==> config.mk <==
export PLATFORM = sky130hd
export DESIGN_NAME = osc_trim_clock_multiplier_control
export DESIGN_NICKNAME = d
export VERILOG_FILES = /design/src/hw/clock_multiplier_control_pkg.sv /design/src/hw/osc_trim_clock_multiplier_control.sv /design/src/hw/pulse_burst.sv
export VERILOG_INCLUDE_DIRS = /design/src /design/src/hw
export SDC_FILE = /design/constraint.sdc
export NUM_CORES = 1
export LEC_CHECK = 0
export ABC_AREA = 1
export ABC_CLOCK_PERIOD_IN_PS = 2500
export BUFFER_PORTS_ARGS = -buffer_cell sky130_fd_sc_hd__buf_2
export CELL_PAD_IN_SITES_DETAIL_PLACEMENT = 1
export CELL_PAD_IN_SITES_GLOBAL_PLACEMENT = 1
export CORE_MARGIN = 1.5
export CORE_UTILIZATION = 25
export DETAILED_ROUTE_END_ITERATION = 6
export GPL_ROUTABILITY_DRIVEN = 1
export PLACE_DENSITY = 0.56
export SLEW_MARGIN = 20
export SYNTH_ARGS = -nofsm -noshare
export SYNTH_HDL_FRONTEND = slang
export SYNTH_SLANG_ARGS = --single-unit
export TNS_END_PERCENT = 30
==> constraint.sdc <==
create_clock -name REF_CLK -period 2.5 [get_ports REF_CLK]
set_clock_uncertainty 0.1 [all_clocks]
set_input_delay 0.125 -clock REF_CLK [delete_from_list [all_inputs] [get_ports REF_CLK]]
set_output_delay 0.125 -clock REF_CLK [all_outputs]
set_load 0.01 [all_outputs]
==> src/hw/clock_multiplier_control_regs.svh <==
/*
 * Register offsets, field positions, reset values and timing counts for the
 * oscillator trim and clock multiplier block.
 * Assumes inclusion by bare name from the design module and the testbench.
 */
`ifndef CLOCK_MULTIPLIER_CONTROL_REGS_SVH
`define CLOCK_MULTIPLIER_CONTROL_REGS_SVH

// Register indices as printed; byte address is four times the index.
`define MULT_CTRL_IDX 8'h97
`define FINE_TRIM_IDX 8'h9e
`define COARSE_TRIM_IDX 8'ha2
`define MULT_CTRL_ADDR 12'h25c
`define FINE_TRIM_ADDR 12'h278
`define COARSE_TRIM_ADDR 12'h288

// Multiplier control fields.
`define MC_ENABLE_BIT 7
`define MC_START_BIT 6
`define MC_READY_BIT 5
`define MC_SCALE_HI 4
`define MC_SCALE_LO 2
`define MC_SOURCE_HI 1
`define MC_SOURCE_LO 0
`define MC_RESET 8'h00

// Trim widths and default calibration values.
`define COARSE_W 7
`define FINE_W 6
`define COARSE_DEFAULT 7'h40
`define FINE_DEFAULT 6'h20

// Lock time of the multiplier after start, in nanoseconds and cycles.
`define CLK_PERIOD_NS 50
`define LOCK_TIME_NS 5000
`define LOCK_CYCLES ((`LOCK_TIME_NS + `CLK_PERIOD_NS - 1) / `CLK_PERIOD_NS)

// System clock source code that selects the multiplier.
`define SYSTEM_CLOCK_OUT_SEL_MULT 2'b10

`endif

==> src/hw/clock_multiplier_control_pkg.sv <==
/*
 * Types for the oscillator trim and clock multiplier block.
 * Assumes the register header is on the include path.
 */
package clock_multiplier_control_pkg;
    typedef enum logic [1:0] {
        SRC_EXT,
        SRC_EXT_HALF,
        SRC_INT_HALF,
        SRC_RSVD
    } mult_source_t;

    typedef enum logic [2:0] {
        SCALE_1,
        SCALE_2_3,
        SCALE_1_2,
        SCALE_2_5,
        SCALE_1_3,
        SCALE_2_7,
        SCALE_R6,
        SCALE_R7
    } mult_scale_t;

    typedef enum {
        ST_OFF,
        ST_ENABLED,
        ST_LOCKING,
        ST_READY
    } mult_state_t;
endpackage

==> src/hw/osc_trim_clock_multiplier_control.sv <==
/*
 * Internal oscillator trim registers and clock multiplier control, reached
 * over APB. Functional notes:
 * Assumes an APB master on REF_CLK and oscillator clocks synchronised here.
 */
// Implementation choice: register access over APB.
// Functional notes
// - Seven-bit coarse trim, zero slowest, ones fastest.
// - Coarse trim top bit reads zero.
// - Six-bit fine trim, upper two read zero.
// - Trims reset to calibrated part values.
// - Output is four times input, scaled.
// - Input from external, external half, internal half.
// - Ready flag rises once output usable.
// - Slow input gives four-pulse bursts.
// - Control bits: enable, start, ready, scale, source.
// - Source code ten selects multiplier clock.
`timescale 1ns/1ps
`include "clock_multiplier_control_regs.svh"
module osc_trim_clock_multiplier_control
    import clock_multiplier_control_pkg::*;
#(
    parameter logic [6:0] COARSE_CAL = `COARSE_DEFAULT,
    parameter logic [5:0] FINE_CAL = `FINE_DEFAULT,
    parameter int LOCK_CNT = `LOCK_CYCLES
) (
    // Clock and reset.
    input wire logic REF_CLK,
    input wire logic RST_N,
    // APB slave.
    input wire logic PSEL,
    input wire logic PENABLE,
    input wire logic PWRITE,
    input wire logic [11:0] PADDR,
    input wire logic [31:0] PWDATA,
    output logic [31:0] PRDATA,
    output logic PREADY,
    output logic PSLVERR,
    // Oscillator inputs from outside this clock domain.
    input wire logic EXT_OSC,
    input wire logic INT_OSC,
    // System clock source selection from the clock select logic.
    input wire logic [1:0] SYSTEM_CLOCK_SOURCE_SELECT,
    // Oscillator trim outputs.
    output logic [6:0] COARSE_PERIOD_TRIM,
    output logic [5:0] FINE_PERIOD_TRIM,
    // Multiplier outputs.
    output logic [2:0] MULTIPLIER_SCALE_SELECT,
    output logic [1:0] MULTIPLIER_SOURCE_SELECT,
    output logic MULT_PULSE,
    output logic MULT_USABLE_AS_SYSTEM_CLOCK_OUT
);
    // ************************************************************
    // Register state.
    // ************************************************************
    logic [6:0] coarse_q;
    logic [5:0] fine_q;
    logic en_q;
    logic start_q;
    logic [2:0] scale_q;
    logic [1:0] src_q;
    logic ready_q;
    mult_state_t state_q;
    mult_state_t state_d;
    logic [12:0] lock_q;
    logic [12:0] lock_d;
    logic ext_s1_q;
    logic ext_s2_q;
    logic int_s1_q;
    logic int_s2_q;
    logic ext_half_q;
    logic int_half_q;
    logic ext_prev_q;
    logic int_prev_q;
    logic burst_out;

    // ************************************************************
    // Bus decode.
    // ************************************************************
    function automatic logic hit(input logic [11:0] a, input logic [11:0] r);
        hit = (a == r);
    endfunction

    wire setup = PSEL & ~PENABLE;
    wire wr_cyc = setup & PWRITE;
    wire rd_cyc = setup & ~PWRITE;
    wire sel_mc = hit(PADDR, `MULT_CTRL_ADDR);
    wire sel_fine = hit(PADDR, `FINE_TRIM_ADDR);
    wire sel_crs = hit(PADDR, `COARSE_TRIM_ADDR);
    wire mapped = sel_mc | sel_fine | sel_crs;
    wire wr_mc = wr_cyc & sel_mc;
    wire wr_fine = wr_cyc & sel_fine;
    wire wr_crs = wr_cyc & sel_crs;

    wire [7:0] mc_view = {en_q, start_q, ready_q, scale_q, src_q};
    wire [7:0] rd_byte = sel_mc ? mc_view :
        sel_fine ? {2'b00, fine_q} :
        sel_crs ? {1'b0, coarse_q} : 8'h00;

    // ************************************************************
    // APB response: one wait-free access phase after setup.
    // ************************************************************
    always_ff @(posedge REF_CLK) begin
        if (!RST_N) begin
            PREADY <= 1'b0;
            PSLVERR <= 1'b0;
            PRDATA <= 32'h0;
        end else begin
            PREADY <= setup;
            PSLVERR <= setup & ~mapped;
            PRDATA <= rd_cyc ? {24'h0, rd_byte} : 32'h0;
        end
    end

    // ************************************************************
    // Trim registers.
    // ************************************************************
    always_ff @(posedge REF_CLK) begin
        if (!RST_N) begin
            coarse_q <= COARSE_CAL;
            fine_q <= FINE_CAL;
        end else begin
            if (wr_crs)
                coarse_q <= PWDATA[6:0];
            if (wr_fine)
                fine_q <= PWDATA[5:0];
        end
    end

    // ************************************************************
    // Multiplier control register.
    // ************************************************************
    always_ff @(posedge REF_CLK) begin
        if (!RST_N) begin
            en_q <= 1'b0;
            start_q <= 1'b0;
            scale_q <= 3'h0;
            src_q <= 2'h0;
        end else if (wr_mc) begin
            en_q <= PWDATA[`MC_ENABLE_BIT];
            start_q <= PWDATA[`MC_START_BIT];
            scale_q <= PWDATA[`MC_SCALE_HI:`MC_SCALE_LO];
            src_q <= PWDATA[`MC_SOURCE_HI:`MC_SOURCE_LO];
        end
    end

    // ************************************************************
    // Lock sequencer.
    // ************************************************************
    wire lock_done = (lock_q == 13'(LOCK_CNT - 1));

    always_comb begin
        state_d = state_q;
        lock_d = 13'h0;
        case (state_q)
            ST_OFF: begin
                if (en_q)
                    state_d = ST_ENABLED;
            end
            ST_ENABLED: begin
                if (start_q)
                    state_d = ST_LOCKING;
            end
            ST_LOCKING: begin
                lock_d = lock_q + 13'h1;
                if (lock_done)
                    state_d = ST_READY;
            end
            ST_READY: begin
                state_d = ST_READY;
            end
            default: begin
                state_d = ST_OFF;
            end
        endcase
        if (!en_q || !start_q && state_q != ST_OFF && state_q != ST_ENABLED)
            state_d = en_q ? ST_ENABLED : ST_OFF;
        if (!en_q)
            state_d = ST_OFF;
    end

    always_ff @(posedge REF_CLK) begin
        if (!RST_N) begin
            state_q <= ST_OFF;
            lock_q <= 13'h0;
            ready_q <= 1'b0;
        end else begin
            state_q <= state_d;
            lock_q <= lock_d;
            ready_q <= (state_d == ST_READY);
        end
    end

    // ************************************************************
    // Oscillator synchronisers and halving.
    // ************************************************************
    always_ff @(posedge REF_CLK) begin
        if (!RST_N) begin
            ext_s1_q <= 1'b0;
            ext_s2_q <= 1'b0;
            int_s1_q <= 1'b0;
            int_s2_q <= 1'b0;
            ext_prev_q <= 1'b0;
            int_prev_q <= 1'b0;
            ext_half_q <= 1'b0;
            int_half_q <= 1'b0;
        end else begin
            ext_s1_q <= EXT_OSC;
            ext_s2_q <= ext_s1_q;
            int_s1_q <= INT_OSC;
            int_s2_q <= int_s1_q;
            ext_prev_q <= ext_s2_q;
            int_prev_q <= int_s2_q;
            if (ext_s2_q & ~ext_prev_q)
                ext_half_q <= ~ext_half_q;
            if (int_s2_q & ~int_prev_q)
                int_half_q <= ~int_half_q;
        end
    end

    wire src_clk = (src_q == 2'(SRC_EXT)) ? ext_s2_q :
        (src_q == 2'(SRC_EXT_HALF)) ? ext_half_q :
        (src_q == 2'(SRC_INT_HALF)) ? int_half_q : 1'b0;

    pulse_burst #(
        .BURST(4)
    ) u_burst (
        .clk(REF_CLK),
        .rst_n(RST_N),
        .run(ready_q),
        .src_in(src_clk),
        .pulse(burst_out)
    );

    // ************************************************************
    // Outputs.
    // ************************************************************
    always_ff @(posedge REF_CLK) begin
        if (!RST_N) begin
            COARSE_PERIOD_TRIM <= COARSE_CAL;
            FINE_PERIOD_TRIM <= FINE_CAL;
            MULTIPLIER_SCALE_SELECT <= 3'h0;
            MULTIPLIER_SOURCE_SELECT <= 2'h0;
            MULT_PULSE <= 1'b0;
            MULT_USABLE_AS_SYSTEM_CLOCK_OUT <= 1'b0;
        end else begin
            COARSE_PERIOD_TRIM <= coarse_q;
            FINE_PERIOD_TRIM <= fine_q;
            MULTIPLIER_SCALE_SELECT <= scale_q;
            MULTIPLIER_SOURCE_SELECT <= src_q;
            MULT_PULSE <= burst_out;
            MULT_USABLE_AS_SYSTEM_CLOCK_OUT <= ready_q &&
                SYSTEM_CLOCK_SOURCE_SELECT == `SYSTEM_CLOCK_OUT_SEL_MULT;
        end
    end
endmodule

==> src/hw/pulse_burst.sv <==
/*
 * Burst generator: emits four output enables for each rising edge of the
 * synchronised multiplier input, then idles until the next edge.
 * Assumes the input has passed a two-stage synchroniser.
 */
`timescale 1ns/1ps
module pulse_burst #(
    parameter int BURST = 4
) (
    // Clock and reset.
    input wire logic clk,
    input wire logic rst_n,
    // Control and input.
    input wire logic run,
    input wire logic src_in,
    // Output pulse.
    output logic pulse
);
    logic prev_q;
    logic [2:0] cnt_q;
    logic [2:0] cnt_d;
    wire rise = src_in & ~prev_q;
    wire busy = (cnt_q != 3'h0);

    assign cnt_d = !run ? 3'h0 : rise ? 3'(BURST - 1) :
        busy ? cnt_q - 3'h1 : cnt_q;

    always_ff @(posedge clk) begin
        if (!rst_n) begin
            prev_q <= 1'b0;
            cnt_q <= 3'h0;
            pulse <= 1'b0;
        end else begin
            prev_q <= src_in;
            cnt_q <= cnt_d;
            pulse <= run & (busy | rise);
        end
    end
endmodule

**Yosys cells after proc, flatten, opt, wreduce, memory -nomap -nowiden**

Cells that the tools add are included.
W data, S select, Z words.

- Register bits after elaboration: 133
- Bits in latches: 0
- RAM bits: 0
- Memory bits (read-only): 0
- Memories kept: 0

- Add/sub/neg operators: 2
- $mul: 0
- Divide/modulo/power cells: 0
- Order comparisons: 0
- Equal/unequal tests: 12
- Shifts and indexed selects: 0
- Muxes and demuxes: 13
- Bitwise operators: 24
- Reductions and logical operators: 15

Operator list:

| kind | count |
|---|---|
| $mux W32 | 4 |
| $pmux W32 S4 | 1 |
| $eq A32 B2 Y1 const B | 2 |
| $eq A12 B10 Y1 const B | 3 |
| $eq A32 B1 Y1 const B | 1 |
| $eq A32 B3 Y1 const B | 1 |
| $logic_not A32 Y1 | 1 |
| $ne A32 B2 Y1 const B | 1 |
| $reduce_bool A32 Y1 | 1 |
| $mux W7 | 2 |
| $add A13 B1 Y13 const B | 1 |
| $eq A13 B7 Y1 const B | 1 |
| $and A1 B1 Y1 | 11 |
| $not A1 Y1 | 10 |
| $mux W8 | 1 |
| $reduce_and A2 Y1 | 3 |
| $eq A2 B2 Y1 const B | 2 |
| $mux W2 | 2 |
| $logic_and A1 B1 Y1 | 3 |
| $mux W1 | 3 |
| $or A1 B1 Y1 | 3 |
| $reduce_bool A3 Y1 | 1 |
| $reduce_or A3 Y1 | 1 |
| $sub A3 B1 Y3 const B | 1 |
| other kinds (5) | 6 |

**Logic depth before layout (Yosys ltp)**

Gate-level depths: netlist of run 1.

- Depth in word-level cells: 7
- Gate-level depth with buffers: 11
- Gate-level depth less buffers: 11

**Hierarchy**

A second synthesis of run 1 with hierarchy kept.

- Cells, all modules: 519
- Area, all modules: 4257.8 um^2

Modules (own cells, without submodules):

| module | times used | cells each | area an instance (um^2) | sequential area each (um^2) |
|---|---|---|---|---|
| osc_trim_clock_multiplier_control | 1 | 487 | 4021.4 | 2082.0 |
| pulse_burst | 1 | 32 | 236.5 | 100.1 |

**Worst setup path before layout of run 1**

Ideal clock, no wire load.

- Path kind: reg2reg
- Start: register lock_q[0]
- End: register lock_q[12]
- Library setup time: 119 ps
- Arrival time: 1238 ps
- Required time: 2281 ps
- Slack: 1042 ps
- Cell stages (with the launch flop): 9
- Cell sequence: dfxtp_1 ha_1 inv_1 nor3_2 nand4_1 nor2_2 nand3_1 o21ai_0 a21oi_1

- Word-level cells in the longest chain between the ends: 1

RTL lines:

| what | line | text |
|---|---|---|
| from (decl) | osc_trim_clock_multiplier_control.sv:65 | `logic [12:0] lock_q;` |
| from (signal assigned) | osc_trim_clock_multiplier_control.sv:189 | `lock_q <= lock_d;` |
| $add A13 B1 Y13 | osc_trim_clock_multiplier_control.sv:165 | `lock_d = lock_q + 13'h1;` |

No other way between the ends.
A chain may end at the register's enable or synchronous reset.

==> results of run 1 <==
[cells in the mapped netlist, drive strengths merged]
library cell and instances:
ha 3, o22ai 1, inv 99, dfxtp 109, o21a 2, a211oi 1, buf 24, nor3 10
nand4 6, and2 1, nor4 3, a31oi 1, a21oi 21, nand3 20, o21ai 26, xnor2 1
xor2 2, mux2 1, nand3b 2, nand2 80, nor3b 3, clkbuf 6, nor2 88, conb 1
o211ai 8
[final cells by class]
cell class,instances,area (um2)
fill,2002,10900
sequential,109,2180
multi-input combinational,334,1600
timing repair buffer,75,453
inverter,99,374
tap,216,270
clock buffer,11,233
clock inverter,4,26.3
[cells by family after synthesis]
kind of cell / count (synthesis) / share of synthesized area (%)
AOI/OAI and AO/OA: 60 / 8.13
xor gates and xnor gates: 3 / 0.632
adders and majority gates: 3 / 0.903
buffers and inverters: 129 / 13.9
DFF: 109 / 52.5
muxes: 1 / 0.271
other: 1 / 0.0902
and+or+nand+nor: 213 / 23.6
[worst min path at each step]
stage / from / end / slack (ns) / depth (start not counted)
finish: PWRITE / PRDATA[7]$_SDFF_PN0_ / 0.04 / 4
detailed placement: SYSTEM_CLOCK_SOURCE_SELECT[0] / MULT_USABLE_AS_SYSTEM_CLOCK_OUT$_SDFF_PN0_ / 0.19 / 2
floorplan: SYSTEM_CLOCK_SOURCE_SELECT[0] / MULT_USABLE_AS_SYSTEM_CLOCK_OUT$_SDFF_PN0_ / 0.10 / 1
global route: PWRITE / PRDATA[7]$_SDFF_PN0_ / 0.07 / 4
global placement: SYSTEM_CLOCK_SOURCE_SELECT[0] / MULT_USABLE_AS_SYSTEM_CLOCK_OUT$_SDFF_PN0_ / 0.19 / 2
CTS: PSEL / PREADY$_SDFF_PN0_ / 0.03 / 5
[sequential cells by signal, summed over array words and instances, names as in the netlist, 2 cells and up]
name	cells
lock_q	13
scale_q	3
src_q	2
fine_q	6
MULTIPLIER_SOURCE_SELECT	2
state_q	32
COARSE_PERIOD_TRIM	7
MULTIPLIER_SCALE_SELECT	3
u_burst.cnt_q	3
FINE_PERIOD_TRIM	6
coarse_q	7
PRDATA	8
[routing by layer]
| layer | up-vias | share of wire [%] | track usage (%) |
|---|---|---|---|
| met3 | 10 | 5.4 | 3.23 |
| met2 | 79 | 46 | 18.5 |
| met1 | 1560 | 47 | 14.3 |
| li1 | 1734 | - | - |
| met5 | - | 0 | 0 |
| met4 | 0 | 1.6 | 4.69 |
[worst max-delay path, stage by stage]
cell and delay, ns:
dlygate4sd3_1 0.52, buf_2 0.12, buf_4 0.40, nand2_1 0.23
nor3b_1 0.21, dlygate4sd3_1 0.56
[where the power goes]
part,switching (uW),total (uW),internal (uW)
clock,622,1290,670
combinational,83.8,131,47.6
sequential,12.7,1780,1770
total,718,3200,2490
[per-stage QoR]
| step | std cells | worst slack (ns) | cell area, um2 | hold WS [ns] | util, % |
|---|---|---|---|---|---|
| final | 848 | 0.542 | 5140 | 0.0441 | 32.0 |
| after global routing | 848 | 0.369 | 5140 | 0.0725 | 32.0 |
| after CTS | 848 | 0.507 | 5140 | 0.0276 | 32.0 |
| after detailed placement | 819 | 0.841 | 4740 | 0.190 | 29.5 |
| after global placement | 819 | 0.877 | 4740 | 0.188 | 29.5 |
| after floorplan | 572 | 1.04 | 4360 | 0.101 | - |
==> reports/metrics.yaml, run 1 <==
synth_area_leaders: "dfxtp_1 (52%), inv_1 (8.3%), nand2_1 (7.1%), nor2_1 (6.9%), buf_4 (4.3%)"
layout-drive-gt1-share_pct: 16.0
syn-instance-count: 519
die_h_um: 132
dpl.hpwl_um: 7130
final-setup-viol-count: 0
cp_data_required_time_ns: 2.69
ctsResizeCount: 0
initial_core_util_pct: 25.9
crit_arrival_ns: 2.15
area_delta_synth_final_pct: 23.5
core_region_area_um2: 16100
path_clk_slew_ns: 0.07
syn_area_um2: 4160
regToRegStartpoint: "lock_q[0]$_SDFF_PN0_"
reg2reg_setup_slack_ns: 0.86
p_leak_uw: 0.00254
min_period_ns: 1.96
start_kind: "input port"
ys_ff_latch: 109
grtUsageTotal_pct: 11.5
wl_per_cell_um: 11.1
ys_types: 36
cts.sink_count: 109
final_common_cell: "dfxtp_1"
vias: 3383
ys_warn_count: 0
grt_overflow: 0
rr_worst_depth: 8
crit_type: "in2reg"
finalPower_uw: 3200
antenna_left: 0
drt-total-wl_um: 9450
grt_start_max_net_pins: 50
clockBufferDepth: 2
p_per_area_nw_per_um2: 624
fin_nets: 684
root_buffer: "clkbuf_16"
n_antenna_cell: 0
most-common-layout-cells: "dfxtp_1 (109), inv_1 (92), nand2_1 (79)"
viasPerCell: 3.99
dieArea_um2: 17400
drcViolationCount: 0
timing.rr.end: "lock_q[12]$_SDFF_PN0_"
period_share_pct: 78.3
hold_viol_final: 0
drv_slew: 0
startpoint: "RST_N"
min_path_type: "in2reg"
first_global_vias: 3443
h-tree-depth: 3
fmax_mhz: 511
ys_seq_area_share_pct: 52.5
drtIter0Drc: 104
ctsHoldBuffers: 14
ir_worst_vdd_uv: 319
grt_first_pass_wirelength_um: 16100
gp_congestion: 0.763
grt_antenna_before_repair: 0
portBuffers: 58
die_w_um: 132
cp-endpoint: "MULT_USABLE_AS_SYSTEM_CLOCK_OUT$_SDFF_PN0_"
synth_area_per_cell_um2: 8.01
finalSetupTns_ns: 0
cts-buffers-inserted: 9
dr.pass1.iters: 4
io_pins: 107
crit_path_end_kind: "register"
synth_top_area_share_pct: 52.5
maxCapViolations: 0
cts_tree: "yes"
rsz0062_at_grt: "false"
insertion_delay_ns: 0.35
fp-row-count: 46
outcome: "finished, final reports clean"
synth_largest_area_cell: "dfxtp_1"
cp_max_fo: 49
post-cts-setup-buffer-count: 0
Power figures use the tool's default switching activity.
==> run 2: changes to the inputs <==
--- a/config.mk
+++ b/config.mk
@@ -6,8 +6,8 @@
 export SDC_FILE = /design/constraint.sdc
 export NUM_CORES = 1
 export LEC_CHECK = 0
-export ABC_AREA = 1
-export ABC_CLOCK_PERIOD_IN_PS = 2500
+export ABC_AREA = 0
+export ABC_CLOCK_PERIOD_IN_PS = 2029
 export BUFFER_PORTS_ARGS = -buffer_cell sky130_fd_sc_hd__buf_2
 export CELL_PAD_IN_SITES_DETAIL_PLACEMENT = 1
 export CELL_PAD_IN_SITES_GLOBAL_PLACEMENT = 1
@@ -15,7 +15,7 @@
 export CORE_UTILIZATION = 25
 export DETAILED_ROUTE_END_ITERATION = 6
 export GPL_ROUTABILITY_DRIVEN = 1
-export PLACE_DENSITY = 0.56
+export PLACE_DENSITY = 0.54
 export SLEW_MARGIN = 20
 export SYNTH_ARGS = -nofsm -noshare
 export SYNTH_HDL_FRONTEND = slang
==> constraint.sdc (replaced) <==
create_clock -name REF_CLK -period 2.03 [get_ports REF_CLK]
set_clock_uncertainty 0.1 [all_clocks]
set_input_delay 0.1015 -clock REF_CLK [delete_from_list [all_inputs] [get_ports REF_CLK]]
set_output_delay 0.1015 -clock REF_CLK [all_outputs]
set_load 0.01 [all_outputs]
==> run 2 against run 1 <==
Against the previous run:
- utilization down 0.37 points
- final cell count down 22%
- synthesized cell count is 30% lower
- synthesized area is 7.2% lower
==> reports/metrics.yaml, run 2 <==
outcome: "finished, final reports clean"
portBuffers: 58
regToRegStartpoint: "state_q[12]$_SDFF_PN0_"
grt_antenna_before_repair: 0
hp-start: "PADDR[2]"
min_path_cells: 4
layout-drive-gt1-share_pct: 19.2
ctsResizeCount: 0
grt_first_pass_wirelength_um: 14200
synth_area_leaders: "dfxtp_1 (57%), buf_4 (5.1%), mux2i_1 (3.4%), nand2_1 (2.5%), xnor2_1 (2.5%)"
stdcell_area_um2: 4790
die_w_um: 127
drtIter0Drc: 134
io_pins: 107
async_flop_share_pct: 0
insertion_delay_ns: 0.34
yosysMostFrequentCell: "dfxtp_1"
reg2reg_setup_slack_ns: 0.28
cp_max_fo: 6
cp_data_required_time_ns: 2.16
dpl_cell_area_um2: 4380
seqPwrFrac_pct: 55.0
fp-row-count: 45
p_per_area_nw_per_um2: 833
dpl.hpwl_um: 6020
top_register: "state_q"
ys_warn_count: 0
fmax_mhz: 572
antenna_left: 0
core_region_area_um2: 15100
synth_fa_ha_area_share_pct: 0.972
rsz0062_at_grt: "false"
finalPower_uw: 3990
hold_end: "PSLVERR$_SDFF_PN0_"
p_comb_share_pct: 3.8
pwr-share-clk_pct: 41.2
ys_ff_latch: 109
synthTopCellsByCount: "dfxtp_1 (109), buf_4 (26), nand2_1 (26)"
hold_viol_final: 0
synth_enable_flop_cells: 0
die_h_um: 127
worst_pin_slew_ns: 0.552
area_delta_synth_final_pct: 24.1
cts.sink_count: 109
rr_worst_depth: 4
syn-instance-count: 365
n_antenna_cell: 0
timing.rr.end: "state_q[0]$_SDFF_PN0_"
wl_per_cell_um: 13.0
first_global_vias: 2793
crit_type: "reg2reg"
dr.pass1.iters: 4
drt-total-wl_um: 8610
min_path_type: "in2reg"
vias: 2765
ys_seq_area_share_pct: 56.5
crit_path_end_kind: "register"
min_period_ns: 1.75
grt_start_max_net_pins: 26
period_share_pct: 86.0
reg_top3: "state_q x32, lock_q x13, PRDATA x8"
final-setup-viol-count: 0
cts-buffers-inserted: 9
swShare_pct: 21.9
dieArea_um2: 16200
syn_area_um2: 3860
internal-power_uw: 3110
initial_core_util_pct: 25.5
hold-worst-slack_ns: 0.0738
synth-simple-area-share_pct: 21.2
ctsHoldBuffers: 13
path_clk_slew_ns: 0.07
maxCapViolations: 0
cts_tree: "yes"
post-cts-setup-buffer-count: 0
root_buffer: "clkbuf_16"
grtUsageTotal_pct: 11.3
drv_slew: 0
power.switching_uw: 874
gp_congestion: 0.733
relSlewSlack_pct: 63.1
fin_nets: 526
largest_reg_flops: 32
crit_arrival_ns: 1.87
finalSetupTns_ns: 0
viasPerCell: 4.17
synth_top_area_share_pct: 56.5
synth_xor_area_share_pct: 3.18
final_common_cell: "dfxtp_1"
utilization_pct: 31.6
synthMuxAreaShare_pct: 4.15
synth_compound_area_share_pct: 5.83
synth_largest_area_cell: "dfxtp_1"
most-common-layout-cells: "dfxtp_1 (109), buf_2 (58), conb_1 (54)"
synth_area_per_cell_um2: 10.6
grt_overflow: 0
ys_types: 49
ir_worst_vdd_uv: 363
start_kind: "register"
h-tree-depth: 3
synth_top_family_by_area: "simple AND/OR/NAND/NOR gates"
p_leak_uw: 0.00209
ys.flop_type: "dfxtp_1"
drcViolationCount: 0
clockBufferDepth: 2
-- run 2: cell count changes after synthesis, moves of 10 or more --
cell     before  now
xnor2_1       1   11
a21oi_1      19    9
o21ai_0      26    9
nor2_1       76   19
mux2i_1       0   13
and2_1        1   14
inv_1        92   19
nand2_1      79   26
-- run 2: logic make-up (layout without fill, tap and decap cells) --
kind of cell	count (synthesis)	in the layout
simple gates	134	134
compound gates	35	35
fa+ha+maj	3	3
flops	109	109
other cells	1	54
xor+xnor	14	14
buf+inv	54	111
mux	15	15
-- run 2: power by group through the flow --
stage	sequential, uW	clock [uW]	combinational [uW]
CTS	2190	1710	151
finish	2190	1640	153
detailed placement	2240	0	132
floorplan	2240	0	111
global placement	2240	0	131
global route	2200	1800	172
-- run 2: worst max-delay path, cell delays in order (launching register included) --
cell and delay [ns]:
dfxtp_1 0.30, or4_4 0.52, nor2_2 0.18, nand3_2 0.17, o32ai_1 0.36
-- run 2: worst max path at each step --
stage                               end  slack (ns)              startpoint  depth (start not counted)
2_1_floorplan     state_q[0]$_SDFF_PN0_        0.51  state_q[12]$_SDFF_PN0_                          4
3_3_place_gp   coarse_q[6]$_SDFFE_PN1P_        0.34               PADDR[10]                          5
3_5_place_dp      state_q[0]$_SDFF_PN0_        0.25  state_q[12]$_SDFF_PN0_                          4
4_1_cts           state_q[0]$_SDFF_PN0_        0.24  state_q[12]$_SDFF_PN0_                          4
5_1_grt           state_q[0]$_SDFF_PN0_        0.14    lock_q[0]$_SDFF_PN0_                          5
6_report          state_q[0]$_SDFF_PN0_        0.28  state_q[12]$_SDFF_PN0_                          4
-- run 2: per-layer routing --
metal	GRT usage [%]	part of all wire (%)	vias to the layer above
li1	-	-	1366
met1	14.8	48	1324
met2	18.2	47	67
met3	2.05	3.5	8
met4	5.01	1.6	0
met5	0	0	-
-- run 2: area by class of cell --
cell class,instances,area [um2]
fill,1739,10400
sequential,109,2180
multi-input combinational,255,1570
timing repair buffer,75,450
clock buffer,12,246
tap,188,235
inverter,20,75.1
clock inverter,4,33.8
-- run 2: metrics by stage --
step,instances,setup slack [ns]
after CTS,663,0.237
after global placement,634,0.336
after detailed placement,634,0.246
after global routing,663,0.140
final,663,0.283
after floorplan,418,0.509
==> run 3: changes to the inputs <==
--- a/config.mk
+++ b/config.mk
@@ -15,6 +15,7 @@
 export CORE_UTILIZATION = 25
 export DETAILED_ROUTE_END_ITERATION = 6
 export GPL_ROUTABILITY_DRIVEN = 1
+export GPL_TIMING_DRIVEN = 0
 export PLACE_DENSITY = 0.54
 export SLEW_MARGIN = 20
 export SYNTH_ARGS = -nofsm -noshare
==> run 3 against run 2 <==
Against the previous run:
- sequential share of layout area decreased by 2.0 points
- clock power up 4%
- die area unchanged
- via count grew 4.1%
- routed wire length barely moved
- fmax rose by 2.6%
- non-clock buffer count increased by 30
- global-route usage rose by 0.11 points
- sequential power hardly changed
- first-iteration DRC count down 32%
==> reports/metrics.yaml, run 3 (synthesized netlist as in run 2, its figures left out) <==
dpl_cell_area_um2: 4580
die_h_um: 127
fin_nets: 556
layout-drive-gt1-share_pct: 23.4
vias: 2877
crit_arrival_ns: 1.89
h-tree-depth: 3
dp.cells: 663
crit_type: "reg2reg"
drtIter0Drc: 91
period_share_pct: 83.9
start_kind: "register"
ctsResizeCount: 0
die_w_um: 127
fin_cells: 693
first_global_vias: 2922
cp_data_required_time_ns: 2.22
timing.rr.end: "lock_q[3]$_SDFF_PN0_"
final_common_cell: "dfxtp_1"
gp_congestion: 0.726
path_clk_slew_ns: 0.07
regToRegStartpoint: "state_q[2]$_SDFF_PN0_"
initial_core_util_pct: 25.5
cts.sink_count: 109
grt_start_max_net_pins: 20
drcViolationCount: 0
crit_path_end_kind: "register"
clockBufferDepth: 2
grt_first_pass_wirelength_um: 14200
cp_max_fo: 10
area_delta_synth_final_pct: 29.9
min_period_ns: 1.70
top_register: "state_q"
wl_per_cell_um: 12.4
dpl.hpwl_um: 6190
reg2reg_setup_slack_ns: 0.33
finalSetupTns_ns: 0
utilization_pct: 33.1
hold_viol_final: 0
hp-start: "RST_N"
io_pins: 107
grt_antenna_before_repair: 0
ir_worst_vdd_uv: 379
dieArea_um2: 16200
p_leak_uw: 0.00224
worst_pin_slew_ns: 0.764
rr_worst_depth: 4
startpoint: "state_q[2]$_SDFF_PN0_"
cp-endpoint: "lock_q[3]$_SDFF_PN0_"
reg_top3: "state_q x32, lock_q x13, PRDATA x8"
cts_tree: "yes"
largest_reg_flops: 32
grt_overflow: 0
drv_slew: 0
most-common-layout-cells: "dfxtp_1 (109), buf_2 (60), conb_1 (54)"
fmax_mhz: 587
dr.pass1.iters: 7
final-setup-viol-count: 0
fp-row-count: 45
relSlewSlack_pct: 48.9
insertion_delay_ns: 0.36
core_region_area_um2: 15100
grtUsageTotal_pct: 11.4
min_path_type: "in2reg"
stdcell_area_um2: 5010
n_antenna_cell: 0
viasPerCell: 4.15
outcome: "finished, final reports clean"
p_per_area_nw_per_um2: 816
cts-buffers-inserted: 9
rsz0062_at_grt: "false"
drt-total-wl_um: 8610
maxCapViolations: 0
root_buffer: "clkbuf_16"
antenna_left: 0
portBuffers: 57
run 3: critical path, cell delays in order (launching register included):
cell and delay (ns):
dfxtp_1 0.30, or4_4 0.54, nor4_2 0.27, nand3_2 0.26, nor2_1 0.17
run 3: where the power goes:
part	total [uW]	switching (uW)	internal, uW
registers	2190	12.5	2180
clock network	1710	825	888
logic	189	97.5	91.4
run 3: what timing repair did:
action	CTS	global route
hold endpoints to repair	30	0
hold buffers	14	0
setup buffers	0	0
run 3: worst min path at each step:
stage	end	slack (ns)	depth (start not counted)
floorplan	MULT_USABLE_AS_SYSTEM_CLOCK_OUT$_SDFF_PN0_	0.08	1
global placement	MULT_USABLE_AS_SYSTEM_CLOCK_OUT$_SDFF_PN0_	0.17	2
detailed placement	MULT_USABLE_AS_SYSTEM_CLOCK_OUT$_SDFF_PN0_	0.17	2
CTS	lock_q[1]$_SDFF_PN0_	0.01	3
global route	lock_q[1]$_SDFF_PN0_	0.04	3
finish	lock_q[1]$_SDFF_PN0_	0.02	3
run 3: layer usage:
metal	routed length, um	up-vias	GRT usage [%]
met5	0	-	0
met4	257	0	6.68
met3	246	15	2.26
met2	4130	53	18.9
met1	3970	1373	13.8
li1	-	1436	-
run 3: area by class of cell:
class                      instances  area (um2)
multi-input combinational        255        1570
fill                            1772       10100
buffer                            34         236
inverter                          20        75.1
clock inverter                     6        53.8
tap                              188         235
timing repair buffer              71         425
sequential                       109        2180
clock buffer                      10         239
run 3: metrics by stage:
step	hold WS (ns)	worst slack, ns	total power [uW]
after floorplan	0.0773	0.509	2350
after global placement	0.167	0.236	2400
after detailed placement	0.170	0.226	2410
after CTS	0.0137	0.296	4160
after global routing	0.0429	0.173	4260
final	0.0215	0.327	4090
